File: src/design/plc_in_pkg.sv
// package: function codes, defaults and timing for the control input decoder
package plc_in_pkg;

  localparam int unsigned NUM_INPUTS = 8;
  localparam int unsigned FUNC_W     = 4;

  // function codes per input
  localparam logic [3:0] FN_NONE        = 4'h0;
  localparam logic [3:0] FN_START       = 4'h1;
  localparam logic [3:0] FN_STOP        = 4'h2;
  localparam logic [3:0] FN_SUPPRESS    = 4'h3;
  localparam logic [3:0] FN_CAL         = 4'h4;
  localparam logic [3:0] FN_CAL_INT     = 4'h5;
  localparam logic [3:0] FN_ADJUST_EXT  = 4'h6;
  localparam logic [3:0] FN_CLEAR       = 4'h7;
  localparam logic [3:0] FN_PURGE       = 4'h8;
  localparam logic [3:0] FN_RUN_LEVEL   = 4'h9;
  localparam logic [3:0] FN_FLOOD       = 4'ha;
  localparam logic [3:0] FN_RUN_TOGGLE  = 4'hb;
  localparam logic [3:0] FN_PURGE_SET   = 4'hc;
  localparam logic [3:0] FN_PURGE_CLR   = 4'hd;
  localparam logic [3:0] FN_SUPPRESS_ON = 4'he;
  localparam logic [3:0] FN_PROBE       = 4'hf;

  // default assignment, input 0 in the low nibble
  localparam logic [31:0] DEFAULT_MAP = 32'h8765_4321;

  // control location codes
  localparam logic [1:0] LOC_LOCAL     = 2'h0;
  localparam logic [1:0] LOC_EXTERNAL  = 2'h1;
  localparam logic [1:0] LOC_LOCAL_EXT = 2'h2;
  localparam logic [1:0] LOC_ALL       = 2'h3;

  // operating state reported by the host controller
  typedef enum logic [1:0] {
    op_standby,
    op_measure,
    op_adjust_ext,
    op_other
  } op_state_t;

  // hold counter width for the flood delay, in enable ticks
  localparam int unsigned HOLD_W       = 16;
  // time base: one tick per millisecond
  localparam int unsigned TICK_MS      = 1;
  localparam int unsigned CLOCK_MHZ    = 200;
  localparam int unsigned TICK_CYCLES  = TICK_MS * CLOCK_MHZ * 1000;

  // command pulses issued to the host
  typedef struct packed {
    logic start;
    logic stop;
    logic flood;
    logic clear;
    logic cal_int;
    logic cal_manual;
    logic adjust_ext;
    logic cal_confirm;
  } cmd_t;

endpackage : plc_in_pkg

File: src/design/plc_input_command_decoder.sv
// control input decoder: eight configurable inputs to device commands
// Behaviour
// - inputs ignored at local control location (LOC_LOCAL)
// - per-input inversion before decoding
// - eight inputs with default function order
// - suppression follows rising and falling edges
// - run level: rise starts, fall stops
// - start on rising edge only
// - stop on rise, flood after hold
// - flood inlet on rising edge
// - purge follows rising and falling edges
// - clear acknowledges error or aborts calibration
// - combined calibration depends on operating state
// - falling edge confirms external calibration
// - internal calibration on rising edge
// - external calibration on rising edge
// - run toggle depends on operating state
// - purge set and clear inputs
// - suppression set, cleared entering standby
// - probe mode switches sniff in standby
`timescale 1ns/1ps
`default_nettype none

module plc_input_command_decoder
  import plc_in_pkg::*;
#(
  parameter int unsigned N_IN        = NUM_INPUTS,
  parameter int unsigned TICK_PERIOD = TICK_CYCLES
) (
  input  wire logic                   i_clock,
  input  wire logic                   i_reset,
  input  wire logic [N_IN-1:0]        i_plc_in,
  input  wire logic [N_IN-1:0]        i_invert,
  input  wire logic [N_IN*FUNC_W-1:0] i_func_map,
  input  wire logic                   i_use_default_map,
  input  wire logic [1:0]             i_location,
  input  wire op_state_t              i_op_state,
  input  wire logic [HOLD_W-1:0]      i_flood_hold,
  output cmd_t                        o_cmd,
  output logic                        o_suppress,
  output logic                        o_purge,
  output logic                        o_sniff
);

  // default map and function fields are sized for eight inputs only
  if (N_IN != NUM_INPUTS) begin : g_bad_width
    $error("N_IN must be eight");
  end
  // a one-cycle period would hold the tick high forever
  if (TICK_PERIOD < 2) begin : g_bad_tick
    $error("TICK_PERIOD too small");
  end

  logic [N_IN-1:0]        sync1_q;
  logic [N_IN-1:0]        sync2_q;
  logic [N_IN-1:0]        prev_q;
  logic [N_IN-1:0]        level;
  logic [N_IN-1:0]        rise;
  logic [N_IN-1:0]        fall;
  logic                   enabled;
  logic [N_IN*FUNC_W-1:0] map;
  logic [31:0]            tick_cnt_q;
  logic                   tick;
  logic [HOLD_W-1:0]      hold_q [N_IN];
  logic [N_IN-1:0]        flood_done_q;
  logic [N_IN-1:0]        hold_exp;
  cmd_t                   cmd_d;
  cmd_t                   cmd_q;
  logic                   sup_set, sup_clr, pur_set, pur_clr, sn_set, sn_clr;
  logic                   suppress_q, purge_q, sniff_q;
  op_state_t              op_prev_q;
  logic                   to_standby;

  always_ff @(posedge i_clock or posedge i_reset) begin
    if (i_reset) begin
      sync1_q <= '0;
      sync2_q <= '0;
    end else begin
      sync1_q <= i_plc_in;
      sync2_q <= sync1_q;
    end
  end

  assign level = sync2_q ^ i_invert;

  always_ff @(posedge i_clock or posedge i_reset) begin
    if (i_reset) begin
      prev_q <= '0;
    end else begin
      prev_q <= level;
    end
  end

  assign enabled = (i_location == LOC_EXTERNAL) || (i_location == LOC_LOCAL_EXT)
                   || (i_location == LOC_ALL);
  assign rise    = enabled ? (level & ~prev_q) : '0;
  assign fall    = enabled ? (~level & prev_q) : '0;

  assign map = i_use_default_map ? DEFAULT_MAP[N_IN*FUNC_W-1:0] : i_func_map;

  // millisecond time base for long holds
  always_ff @(posedge i_clock or posedge i_reset) begin
    if (i_reset) begin
      tick_cnt_q <= '0;
    end else if (tick) begin
      tick_cnt_q <= '0;
    end else begin
      tick_cnt_q <= tick_cnt_q + 32'h1;
    end
  end
  assign tick = (tick_cnt_q == 32'(TICK_PERIOD - 1));

  // flood hold timers, one per input
  always_ff @(posedge i_clock or posedge i_reset) begin
    if (i_reset) begin
      for (int k = 0; k < N_IN; k++) hold_q[k] <= '0;
      flood_done_q <= '0;
    end else begin
      for (int k = 0; k < N_IN; k++) begin
        if (!enabled || !level[k] || map[k*FUNC_W +: FUNC_W] != FN_STOP) begin
          hold_q[k]       <= '0;
          flood_done_q[k] <= 1'b0;
        end else if (hold_exp[k]) begin
          flood_done_q[k] <= 1'b1;
        end else if (tick && !flood_done_q[k]) begin
          hold_q[k] <= hold_q[k] + 16'h1;
        end
      end
    end
  end
  always_comb begin
    for (int k = 0; k < N_IN; k++)
      hold_exp[k] = !flood_done_q[k] && level[k] && enabled
                    && map[k*FUNC_W +: FUNC_W] == FN_STOP && hold_q[k] > i_flood_hold;
  end

  // per-input decoding of functions
  always_comb begin
    cmd_d   = '0;
    sup_set = 1'b0;
    sup_clr = 1'b0;
    pur_set = 1'b0;
    pur_clr = 1'b0;
    sn_set  = 1'b0;
    sn_clr  = 1'b0;
    for (int k = 0; k < N_IN; k++) begin
      case (map[k*FUNC_W +: FUNC_W])
        FN_START: if (rise[k]) cmd_d.start = 1'b1;
        FN_STOP: begin
          if (rise[k]) cmd_d.stop = 1'b1;
          if (hold_exp[k]) cmd_d.flood = 1'b1;
        end
        FN_SUPPRESS: begin
          if (rise[k]) sup_set = 1'b1;
          if (fall[k]) sup_clr = 1'b1;
        end
        FN_CAL: begin
          if (rise[k] && i_op_state == op_standby) cmd_d.cal_int = 1'b1;
          if (rise[k] && i_op_state == op_measure) cmd_d.cal_manual = 1'b1;
          if (fall[k] && i_op_state == op_adjust_ext) cmd_d.cal_confirm = 1'b1;
        end
        FN_CAL_INT: if (rise[k]) cmd_d.cal_int = 1'b1;
        FN_ADJUST_EXT: if (rise[k]) cmd_d.adjust_ext = 1'b1;
        FN_CLEAR: if (rise[k]) cmd_d.clear = 1'b1;
        FN_PURGE: begin
          if (rise[k]) pur_set = 1'b1;
          if (fall[k]) pur_clr = 1'b1;
        end
        FN_RUN_LEVEL: begin
          if (rise[k]) cmd_d.start = 1'b1;
          if (fall[k]) cmd_d.stop = 1'b1;
        end
        FN_FLOOD: if (rise[k]) cmd_d.flood = 1'b1;
        FN_RUN_TOGGLE: begin
          if (rise[k] && i_op_state == op_standby) cmd_d.start = 1'b1;
          if (rise[k] && i_op_state == op_measure) cmd_d.stop = 1'b1;
        end
        FN_PURGE_SET: if (rise[k]) pur_set = 1'b1;
        FN_PURGE_CLR: if (rise[k]) pur_clr = 1'b1;
        FN_SUPPRESS_ON: if (rise[k]) sup_set = 1'b1;
        FN_PROBE: begin
          if (rise[k] && i_op_state == op_standby) sn_set = 1'b1;
          if (fall[k] && i_op_state == op_standby) sn_clr = 1'b1;
        end
        default: ;
      endcase
    end
  end

  always_ff @(posedge i_clock or posedge i_reset) begin
    if (i_reset) begin
      cmd_q <= '0;
    end else begin
      cmd_q <= cmd_d;
    end
  end
  assign o_cmd = cmd_q;

  always_ff @(posedge i_clock or posedge i_reset) begin
    if (i_reset) begin
      op_prev_q <= op_standby;
    end else begin
      op_prev_q <= i_op_state;
    end
  end
  assign to_standby = (i_op_state == op_standby) && (op_prev_q != op_standby);

  // auto clear on standby; set wins
  always_ff @(posedge i_clock or posedge i_reset) begin
    if (i_reset) begin
      suppress_q <= 1'b0;
    end else if (sup_set) begin
      suppress_q <= 1'b1;
    end else if (sup_clr || to_standby) begin
      suppress_q <= 1'b0;
    end
  end

  always_ff @(posedge i_clock or posedge i_reset) begin
    if (i_reset) begin
      purge_q <= 1'b0;
    end else if (pur_set) begin
      purge_q <= 1'b1;
    end else if (pur_clr) begin
      purge_q <= 1'b0;
    end
  end

  always_ff @(posedge i_clock or posedge i_reset) begin
    if (i_reset) begin
      sniff_q <= 1'b0;
    end else if (sn_set) begin
      sniff_q <= 1'b1;
    end else if (sn_clr) begin
      sniff_q <= 1'b0;
    end
  end

  assign o_suppress = suppress_q;
  assign o_purge    = purge_q;
  assign o_sniff    = sniff_q;

  // assertions
  // no command while gated off
  gate_off_a: assert property (@(posedge i_clock) disable iff (i_reset)
    !enabled |=> (cmd_q == '0 || $past(hold_exp) != '0))
    else $error("command issued while control location local");
  // start issued the cycle after a rising edge on input 0 mapped to start
  start_pulse_a: assert property (@(posedge i_clock) disable iff (i_reset)
    (map[3:0] == FN_START && $stable(map) && rise[0]) |=> o_cmd.start)
    else $error("start not issued after rising edge");
  edge_src_a: assert property (@(posedge i_clock) disable iff (i_reset)
    rise[0] |-> (level[0] && !prev_q[0]))
    else $error("rise without level change");
  sup_set_a: assert property (@(posedge i_clock) disable iff (i_reset)
    sup_set |=> o_suppress)
    else $error("suppression not set");
  sup_standby_a: assert property (@(posedge i_clock) disable iff (i_reset)
    (to_standby && !sup_set) |=> !o_suppress)
    else $error("suppression kept on entering standby");
  purge_clr_a: assert property (@(posedge i_clock) disable iff (i_reset)
    (pur_clr && !pur_set) |=> !o_purge)
    else $error("purge not cleared");
  sniff_state_a: assert property (@(posedge i_clock) disable iff (i_reset)
    $rose(o_sniff) |-> $past(i_op_state) == op_standby)
    else $error("sniff entered outside standby");
  cal_state_a: assert property (@(posedge i_clock) disable iff (i_reset)
    o_cmd.cal_manual |-> $past(i_op_state) == op_measure)
    else $error("manual calibration outside measurement");
  cal_conf_a: assert property (@(posedge i_clock) disable iff (i_reset)
    o_cmd.cal_confirm |-> $past(i_op_state) == op_adjust_ext)
    else $error("confirm outside external calibration");
  start_cov: cover property (@(posedge i_clock) disable iff (i_reset) o_cmd.start);
  flood_cov: cover property (@(posedge i_clock) disable iff (i_reset) o_cmd.flood);
  sniff_cov: cover property (@(posedge i_clock) disable iff (i_reset) $rose(o_sniff));

endmodule : plc_input_command_decoder

`default_nettype wire

File: config.mk
export PLATFORM = sky130hd
export DESIGN_NAME = plc_input_command_decoder
export DESIGN_NICKNAME = d
export VERILOG_FILES = /design/src/design/plc_in_pkg.sv /design/src/design/plc_input_command_decoder.sv
export SDC_FILE = /design/constraint.sdc
export NUM_CORES = 1
export LEC_CHECK = 0
export ABC_AREA = 1
export BUFFER_PORTS_ARGS = -buffer_cell sky130_fd_sc_hd__buf_2
export CAP_MARGIN = 20
export CORE_UTILIZATION = 40
export DETAILED_ROUTE_END_ITERATION = 6
export PLACE_DENSITY = 0.6
export SYNTH_ARGS = -nofsm -noshare
export SYNTH_HDL_FRONTEND = slang
export SYNTH_SLANG_ARGS = --single-unit
File: constraint.sdc
create_clock -name i_clock -period 6.1 [get_ports i_clock]
set_clock_uncertainty 0.05 [all_clocks]
set_input_delay 0.915 -clock i_clock [delete_from_list [all_inputs] [get_ports i_clock]]
set_output_delay 0.915 -clock i_clock [all_outputs]
set_load 0.05 [all_outputs]
==> results of run 1 <==
layout make-up:
cell class / instances / share of cell area, %
well taps: 518 / 3.66
multi-input cells: 1661 / 53.0
flip-flops and latches: 205 / 29.0
inverters: 317 / 6.75
clock buffers: 38 / 4.39
clock inverters: 12 / 0.707
repair buffers: 85 / 2.53
per-layer routing:
| layer | up-vias | part of all wire [%] | track usage [%] |
|---|---|---|---|
| li1 | 7571 | - | - |
| met1 | 7093 | 46 | 31.5 |
| met2 | 412 | 45 | 39.4 |
| met3 | 118 | 4.9 | 3.40 |
| met4 | 2 | 4.4 | 10.4 |
| met5 | - | 0.023 | 0 |
metrics by stage:
| stage | total power, mW | instances | worst slack, ns | hold slack [ns] |
|---|---|---|---|---|
| 3_3_place_gp | 1.79 | 2786 | 2.22 | 0.282 |
| 5_1_grt | 3.53 | 2836 | 2.20 | 0.308 |
| 6_report | 3.39 | 2836 | 2.59 | 0.300 |
| 2_1_floorplan | 1.66 | 2211 | 2.48 | 0.281 |
| 4_1_cts | 3.44 | 2836 | 2.65 | 0.301 |
| 3_5_place_dp | 1.80 | 2786 | 2.06 | 0.286 |
power groups by stage:
stage               Sequential (mW)  Clock (mW)  Combinational [mW]
finish                         1.40        1.62               0.378
global route                   1.40        1.71               0.419
CTS                            1.40        1.66               0.380
detailed placement             1.42           0               0.379
global placement               1.42           0               0.375
floorplan                      1.46           0               0.204
worst register-to-register path, stage by stage, from the launching register on:
cell and delay [ns]:
dfrtp_1 0.40, inv_2 0.08, nand2_1 0.05, nor3_1 0.31, nand2_1 0.16, nor2_2 0.15, nand3_4 0.20, o21ai_1 0.18
nand2_1 0.53, inv_2 0.22, nand2_1 0.09, nand2_1 0.07, nand2_1 0.04, nor2_1 0.10
synth_stat cells, types with 8 or more instances:
master    instances  share of area [%]
inv_2            14               0.33
nor2_2           13               0.51
nor4_1           36                1.4
nor3_1           96                3.0
o21ai_1          19               0.60
nand3_1         157                4.9
a21oi_1          97                3.1
inv_1           299                7.1
o22ai_1           8               0.31
a211oi_1          8               0.38
dfrtp_1         205                 32
buf_2             9               0.28
nand2_1         449                 11
xor2_1           69                3.8
o21ai_2           8               0.44
o31ai_1          36                1.7
o21ai_0          83                2.6
xnor2_1          14               0.77
ha_1            137                 11
nand4_1          67                2.6
nor2_1          273                6.4
nand2_2          10               0.39
flip-flops by register name, summed over array words and instances, names as in the netlist, 2 cells and up:
register / cells
hold_q: 128
tick_cnt_q: 32
flood_done_q: 8
o_cmd: 8
prev_q: 8
sync1_q: 8
sync2_q: 8
op_prev_q: 2
cell families after synthesis:
group	share of synthesized area, %
XOR/XNOR	4.57
AO/OA/AOI/OAI	11.2
buffers and inverters	8.79
AND/OR/NAND/NOR	32.4
adder cells (fa/ha/maj)	10.8
flip-flops	32.2
final timing paths:
check | from | slack, ns | end
worst min register to register | sync1_q[4] | 0.30 | sync2_q[4]
worst min-delay path | sync1_q[4] | 0.30 | sync2_q[4]
max in group asynchronous | i_reset | 4.11 | o_suppress
worst max register to register | tick_cnt_q[26] | 3.37 | hold_q[116]
min in group asynchronous | i_reset | 0.47 | hold_q[32]
worst max-delay path | i_use_default_map | 2.59 | hold_q[116]
cells in the final DEF, fill, tap and decap left out, drive strengths merged:
cell type	Yosys	routed
a211oi	9	9
a21boi	2	2
a21o	1	1
a21oi	98	98
a221oi	3	3
a31oi	5	5
a32oi	1	1
and2	1	1
buf	23	85
bufinv	0	2
clkbuf	5	38
clkinv	4	13
clkinvlp	0	1
dfrtp	205	205
ha	137	137
inv	313	313
nand2	465	465
nand3	164	164
nand3b	3	3
nand4	68	68
nor2	293	293
nor3	101	101
nor3b	1	1
nor4	36	36
o2111ai	4	4
o211ai	7	7
o21a	5	5
o21ai	110	110
o21bai	5	5
o221a	1	1
o221ai	1	1
o22a	1	1
o22ai	8	8
o311ai	2	2
o31ai	36	36
o32ai	2	2
or2	8	8
xnor2	14	14
xor2	69	69
==> flow_summary.ini, run 1 <==
[layout]
fin_nets = 2505
postLayoutCellArea_um2 = 17700
syn_to_final_growth_pct = 11.3
drive_above_1_share_pct = 9.28
regArea_um2 = 5130
multi_input_area_um2 = 9390
postLayoutCoreUtil_pct = 45.5
n_antenna_cell = 0
fillers = 4034

[timing]
period_needed_ns = 3.51
tightestPinTransition_ns = 0.915
min_period_over_period_pct = 57.6
rsz0062_at_grt = no
finalSetupViolCount = 0
fin_tns_setup_ns = 0
max_freq_ghz = 0.285
finalHoldViolCount = 0
drv_slew = 0
slew_headroom_pct = 38.9

[detailed_routing]
drt-vias-per-instance = 5.36
first_pass_iters = 5
drt_wl_total_um = 48200
wl_per_cell_um = 17.0
first_iter_violations = 905
post-route-drc-count = 0
ant_nets = 0
vias = 15196

[grt]
antenna_found_initial = 1
grt_overflow_total = 0
first_global_vias = 14862
grt_max_degree = 102
grt_pass1_wl_um = 78000
grt_use_total_pct = 24.0

[pwr]
power_switching_mw = 0.943
internal_power_mw = 2.45
irDropWorstVdd_mv = 0.175
p_leak_nw = 8.14
clkPwrFrac_pct = 47.7
switching_share_pct = 27.8
power_frac_seq_pct = 41.2
pwr-share-comb_pct = 11.2
power_density_nw_per_um2 = 191

[cts]
cts_resized = 0
cts_num_sinks = 205
worstSkewPairLatency_ns = 0.56
root_buffer = clkbuf_16
clk_pin_slew_ns = 0.06
clockBufferDepth = 3
cts-htree-levels = 1
postCtsHoldBufs = 0
cts_setup_buffers = 0
cts_tree = done
cts_made_buffers = 27

[setup_path]
crit_arrival_ns = 3.91
worstSetupPathDepth = 14
worstPathRequired_ns = 6.49
crit_path_max_incr_delay_ns = 0.69
path_max_fanout = 29
end_kind = flop
critical_path_class = in -> reg
crit_path_start_kind = primary input
critPathTopFamily = simple AND/OR/NAND/NOR gates
critPathMostFrequentCell = nand2_1
crit_slowest_cell = nand2_1
r2r_cells = 13
crit_buf_inv = 3
cp_cell_sequence = buf_2, inv_2, nand2_1, o21ai_1, nor2_1, nand2_1, a211oi_2, nand2_1, nand2_1, inv_2, nand2_1, nand2_1, nand2_1, nor2_1

[synth]
ys_seq_elements = 205
synth_fp_nets = 2419
syn_area_per_cell_um2 = 7.20
ys_async_sr_fraction_pct = 100
synth_cells = 2211
yosysSeqAreaShare_pct = 32.2
syn-cell-area_um2 = 15900
yosysUniqueCellTypes = 58
synthFlopType = dfrtp_1
yosys_warnings = 0
synth_edf_count = 0

[run_status]
status = finished, final reports clean

[floorplanning]
initial_core_util_pct = 40.9
die_w_um = 201
placementRows = 72
core-area_um2 = 38900
die_h_um = 201
io_pins = 82
die_area_um2 = 40600

[worst_hold_path]
whs_path_depth = 0
hold_class = reg -> reg

[placement]
port_buffers = 81
place_congestion = 0.969
dpl_cell_area_um2 = 16800
dp_hpwl_um = 36900

[job]
cap_violations = 0
Power figures use the tool's default switching activity.
==> run 2: changes to the inputs <==
==> constraint.sdc (replaced) <==
create_clock -name i_clock -period 3.2 [get_ports i_clock]
set_clock_uncertainty 0.05 [all_clocks]
set_input_delay 0.48 -clock i_clock [delete_from_list [all_inputs] [get_ports i_clock]]
set_output_delay 0.48 -clock i_clock [all_outputs]
set_load 0.05 [all_outputs]
==> run 2 against run 1 <==
  * Register-to-register slack lost 2.7 ns
  * Routed wire length grew 2.3%
  * Highest routed layer is now met4
  * Largest cell class unchanged
  * Clock power grew 110%
  * Sequential power grew 90%
  * Cell area grew 2.5%
  * Non-clock buffer count grew 43
==> flow_summary.ini, run 2 (synthesized netlist as in run 1, its figures left out) <==
[worst_hold_path]
hold_class = in -> reg

[grt]
grt_overflow_total = 0
antenna_found_initial = 0
first_global_vias = 14744
grt_max_degree = 64
grt_use_total_pct = 24.4
grt_pass1_wl_um = 78700

[run_status]
status = finished, final reports clean

[detailed_routing]
wl_per_cell_um = 17.1
first_iter_violations = 1113
first_pass_iters = 5
drt-vias-per-instance = 5.33
drt_wl_total_um = 49300
post-route-drc-count = 0
vias = 15329
ant_nets = 0

[layout]
fin_nets = 2548
largest-register = hold_q
final_cell_mix = nand2_1 (449), inv_1 (298), nor2_1 (273), dfrtp_1 (205), nand3_1 (157)
n_antenna_cell = 0
reg_top3 = hold_q: 128 flops, tick_cnt_q: 32 flops
postLayoutCellArea_um2 = 18200
drive_above_1_share_pct = 10.4
largest_register_ffs = 128
layout_commonest_cell = nand2_1
fillers = 3983
syn_to_final_growth_pct = 14.1

[setup_path]
crit_arrival_ns = 2.95
end_kind = flop
crit_path_max_incr_delay_ns = 0.44
critPathTopFamily = simple AND/OR/NAND/NOR gates
crit_buf_inv = 2
crit_slowest_cell = dfrtp_1
worstPathRequired_ns = 3.61
path_max_fanout = 14
crit_path_start_kind = flop
cp_cell_sequence = ha_1, nand3_2, inv_1, nand4_1, nor2_1, nand3_1, nand2_1, nand2_2, inv_2, nand3_1, nor2_1, nor2_1
critPathMostFrequentCell = nor2_1
critical_path_class = reg -> reg

[pwr]
internal_power_mw = 4.98
switching_share_pct = 26.7
clkPwrFrac_pct = 49.6
power_density_nw_per_um2 = 374
irDropWorstVdd_mv = 0.409
pwr-share-comb_pct = 11.2
p_leak_nw = 8.38
power_switching_mw = 1.81
power_frac_seq_pct = 39.2

[cts]
clk_pin_slew_ns = 0.06
cts-htree-levels = 1
cts_num_sinks = 205
root_buffer = clkbuf_16
worstSkewPairLatency_ns = 0.57
cts_tree = done
cts_made_buffers = 27
clockBufferDepth = 3
cts_resized = 0

[placement]
dpl_cell_area_um2 = 17100
port_buffers = 81
place_congestion = 0.970
dp_hpwl_um = 38200

[job]
cap_violations = 0

[timing]
tightestPinTransition_ns = 0.755
fin_tns_setup_ns = 0
finalHoldViolCount = 0
rsz0062_at_grt = no
slew_headroom_pct = 49.3
period_needed_ns = 2.54
min_period_over_period_pct = 79.4
finalSetupViolCount = 0
max_freq_ghz = 0.394
drv_slew = 0

[floorplanning]
io_pins = 82
die_area_um2 = 40600
initial_core_util_pct = 40.9
core-area_um2 = 38900
die_h_um = 201
die_w_um = 201
placementRows = 72
==> run 2: area by class of cell <==
cell class	instances	area, um2	share of cell area (%)
clock inverters	8	169	0.930
clock buffers	41	808	4.45
well taps	518	648	3.57
flip-flops and latches	205	5130	28.3
multi-input cells	1661	9390	51.7
inverters	317	1190	6.58
repair buffers	128	823	4.53
==> run 2: path summary, 6_finish.rpt <==
kind,startpoint,endpoint,slack (ns),cells after the start
hold / removal,i_invert[4],prev_q[4],0.15,3
setup / recovery,tick_cnt_q[0],hold_q[5],0.66,12
min in group asynchronous,i_reset,hold_q[36],0.53,3
setup reg to reg,tick_cnt_q[0],hold_q[5],0.66,12
hold reg to reg,sync1_q[5],sync2_q[5],0.30,0
max in group asynchronous,i_reset,o_cmd[6],1.82,4
==> run 2: repair_timing <==
item,4_1_cts,5_1_grt
endpoints found under the hold margin,12,0
hold buffers,11,0
setup buffers,0,0
==> run 2: power groups by stage <==
stage	clock [mW]	sequential, mW	combinational (mW)
2_1_floorplan	0	2.78	0.388
3_3_place_gp	0	2.71	0.743
3_5_place_dp	0	2.71	0.747
4_1_cts	3.45	2.66	0.761
5_1_grt	3.55	2.66	0.840
6_report	3.37	2.66	0.760
==> run 2: metal layers <==
layer	GRT usage [%]	part of all wire, %
met5	0	0
met4	10.1	4.2
met3	3.77	5.5
met2	38.8	45
met1	32.9	46
==> run 2: worst register-to-register path, cell delays in order (launching register included) <==
cell	delay, ns
dfrtp_1	0.44
ha_1	0.23
nand3_2	0.19
inv_1	0.10
nand4_1	0.10
nor2_1	0.33
nand3_1	0.12
nand2_1	0.17
nand2_2	0.19
inv_2	0.23
nand3_1	0.13
nor2_1	0.10
nor2_1	0.04
==> run 2: stage by stage <==
| step | hold slack (ns) | util, % | power [mW] | instances | setup WS, ns |
|---|---|---|---|---|---|
| finish | 0.149 | 46.7 | 6.79 | 2878 | 0.659 |
| global route | 0.152 | 46.7 | 7.05 | 2878 | 0.429 |
| CTS | 0.123 | 46.7 | 6.87 | 2878 | 0.693 |
| detailed placement | 0.285 | 43.9 | 3.45 | 2818 | 0.299 |
| global placement | 0.281 | 43.9 | 3.45 | 2818 | 0.374 |
| floorplan | 0.281 | - | 3.17 | 2211 | 0.0117 |
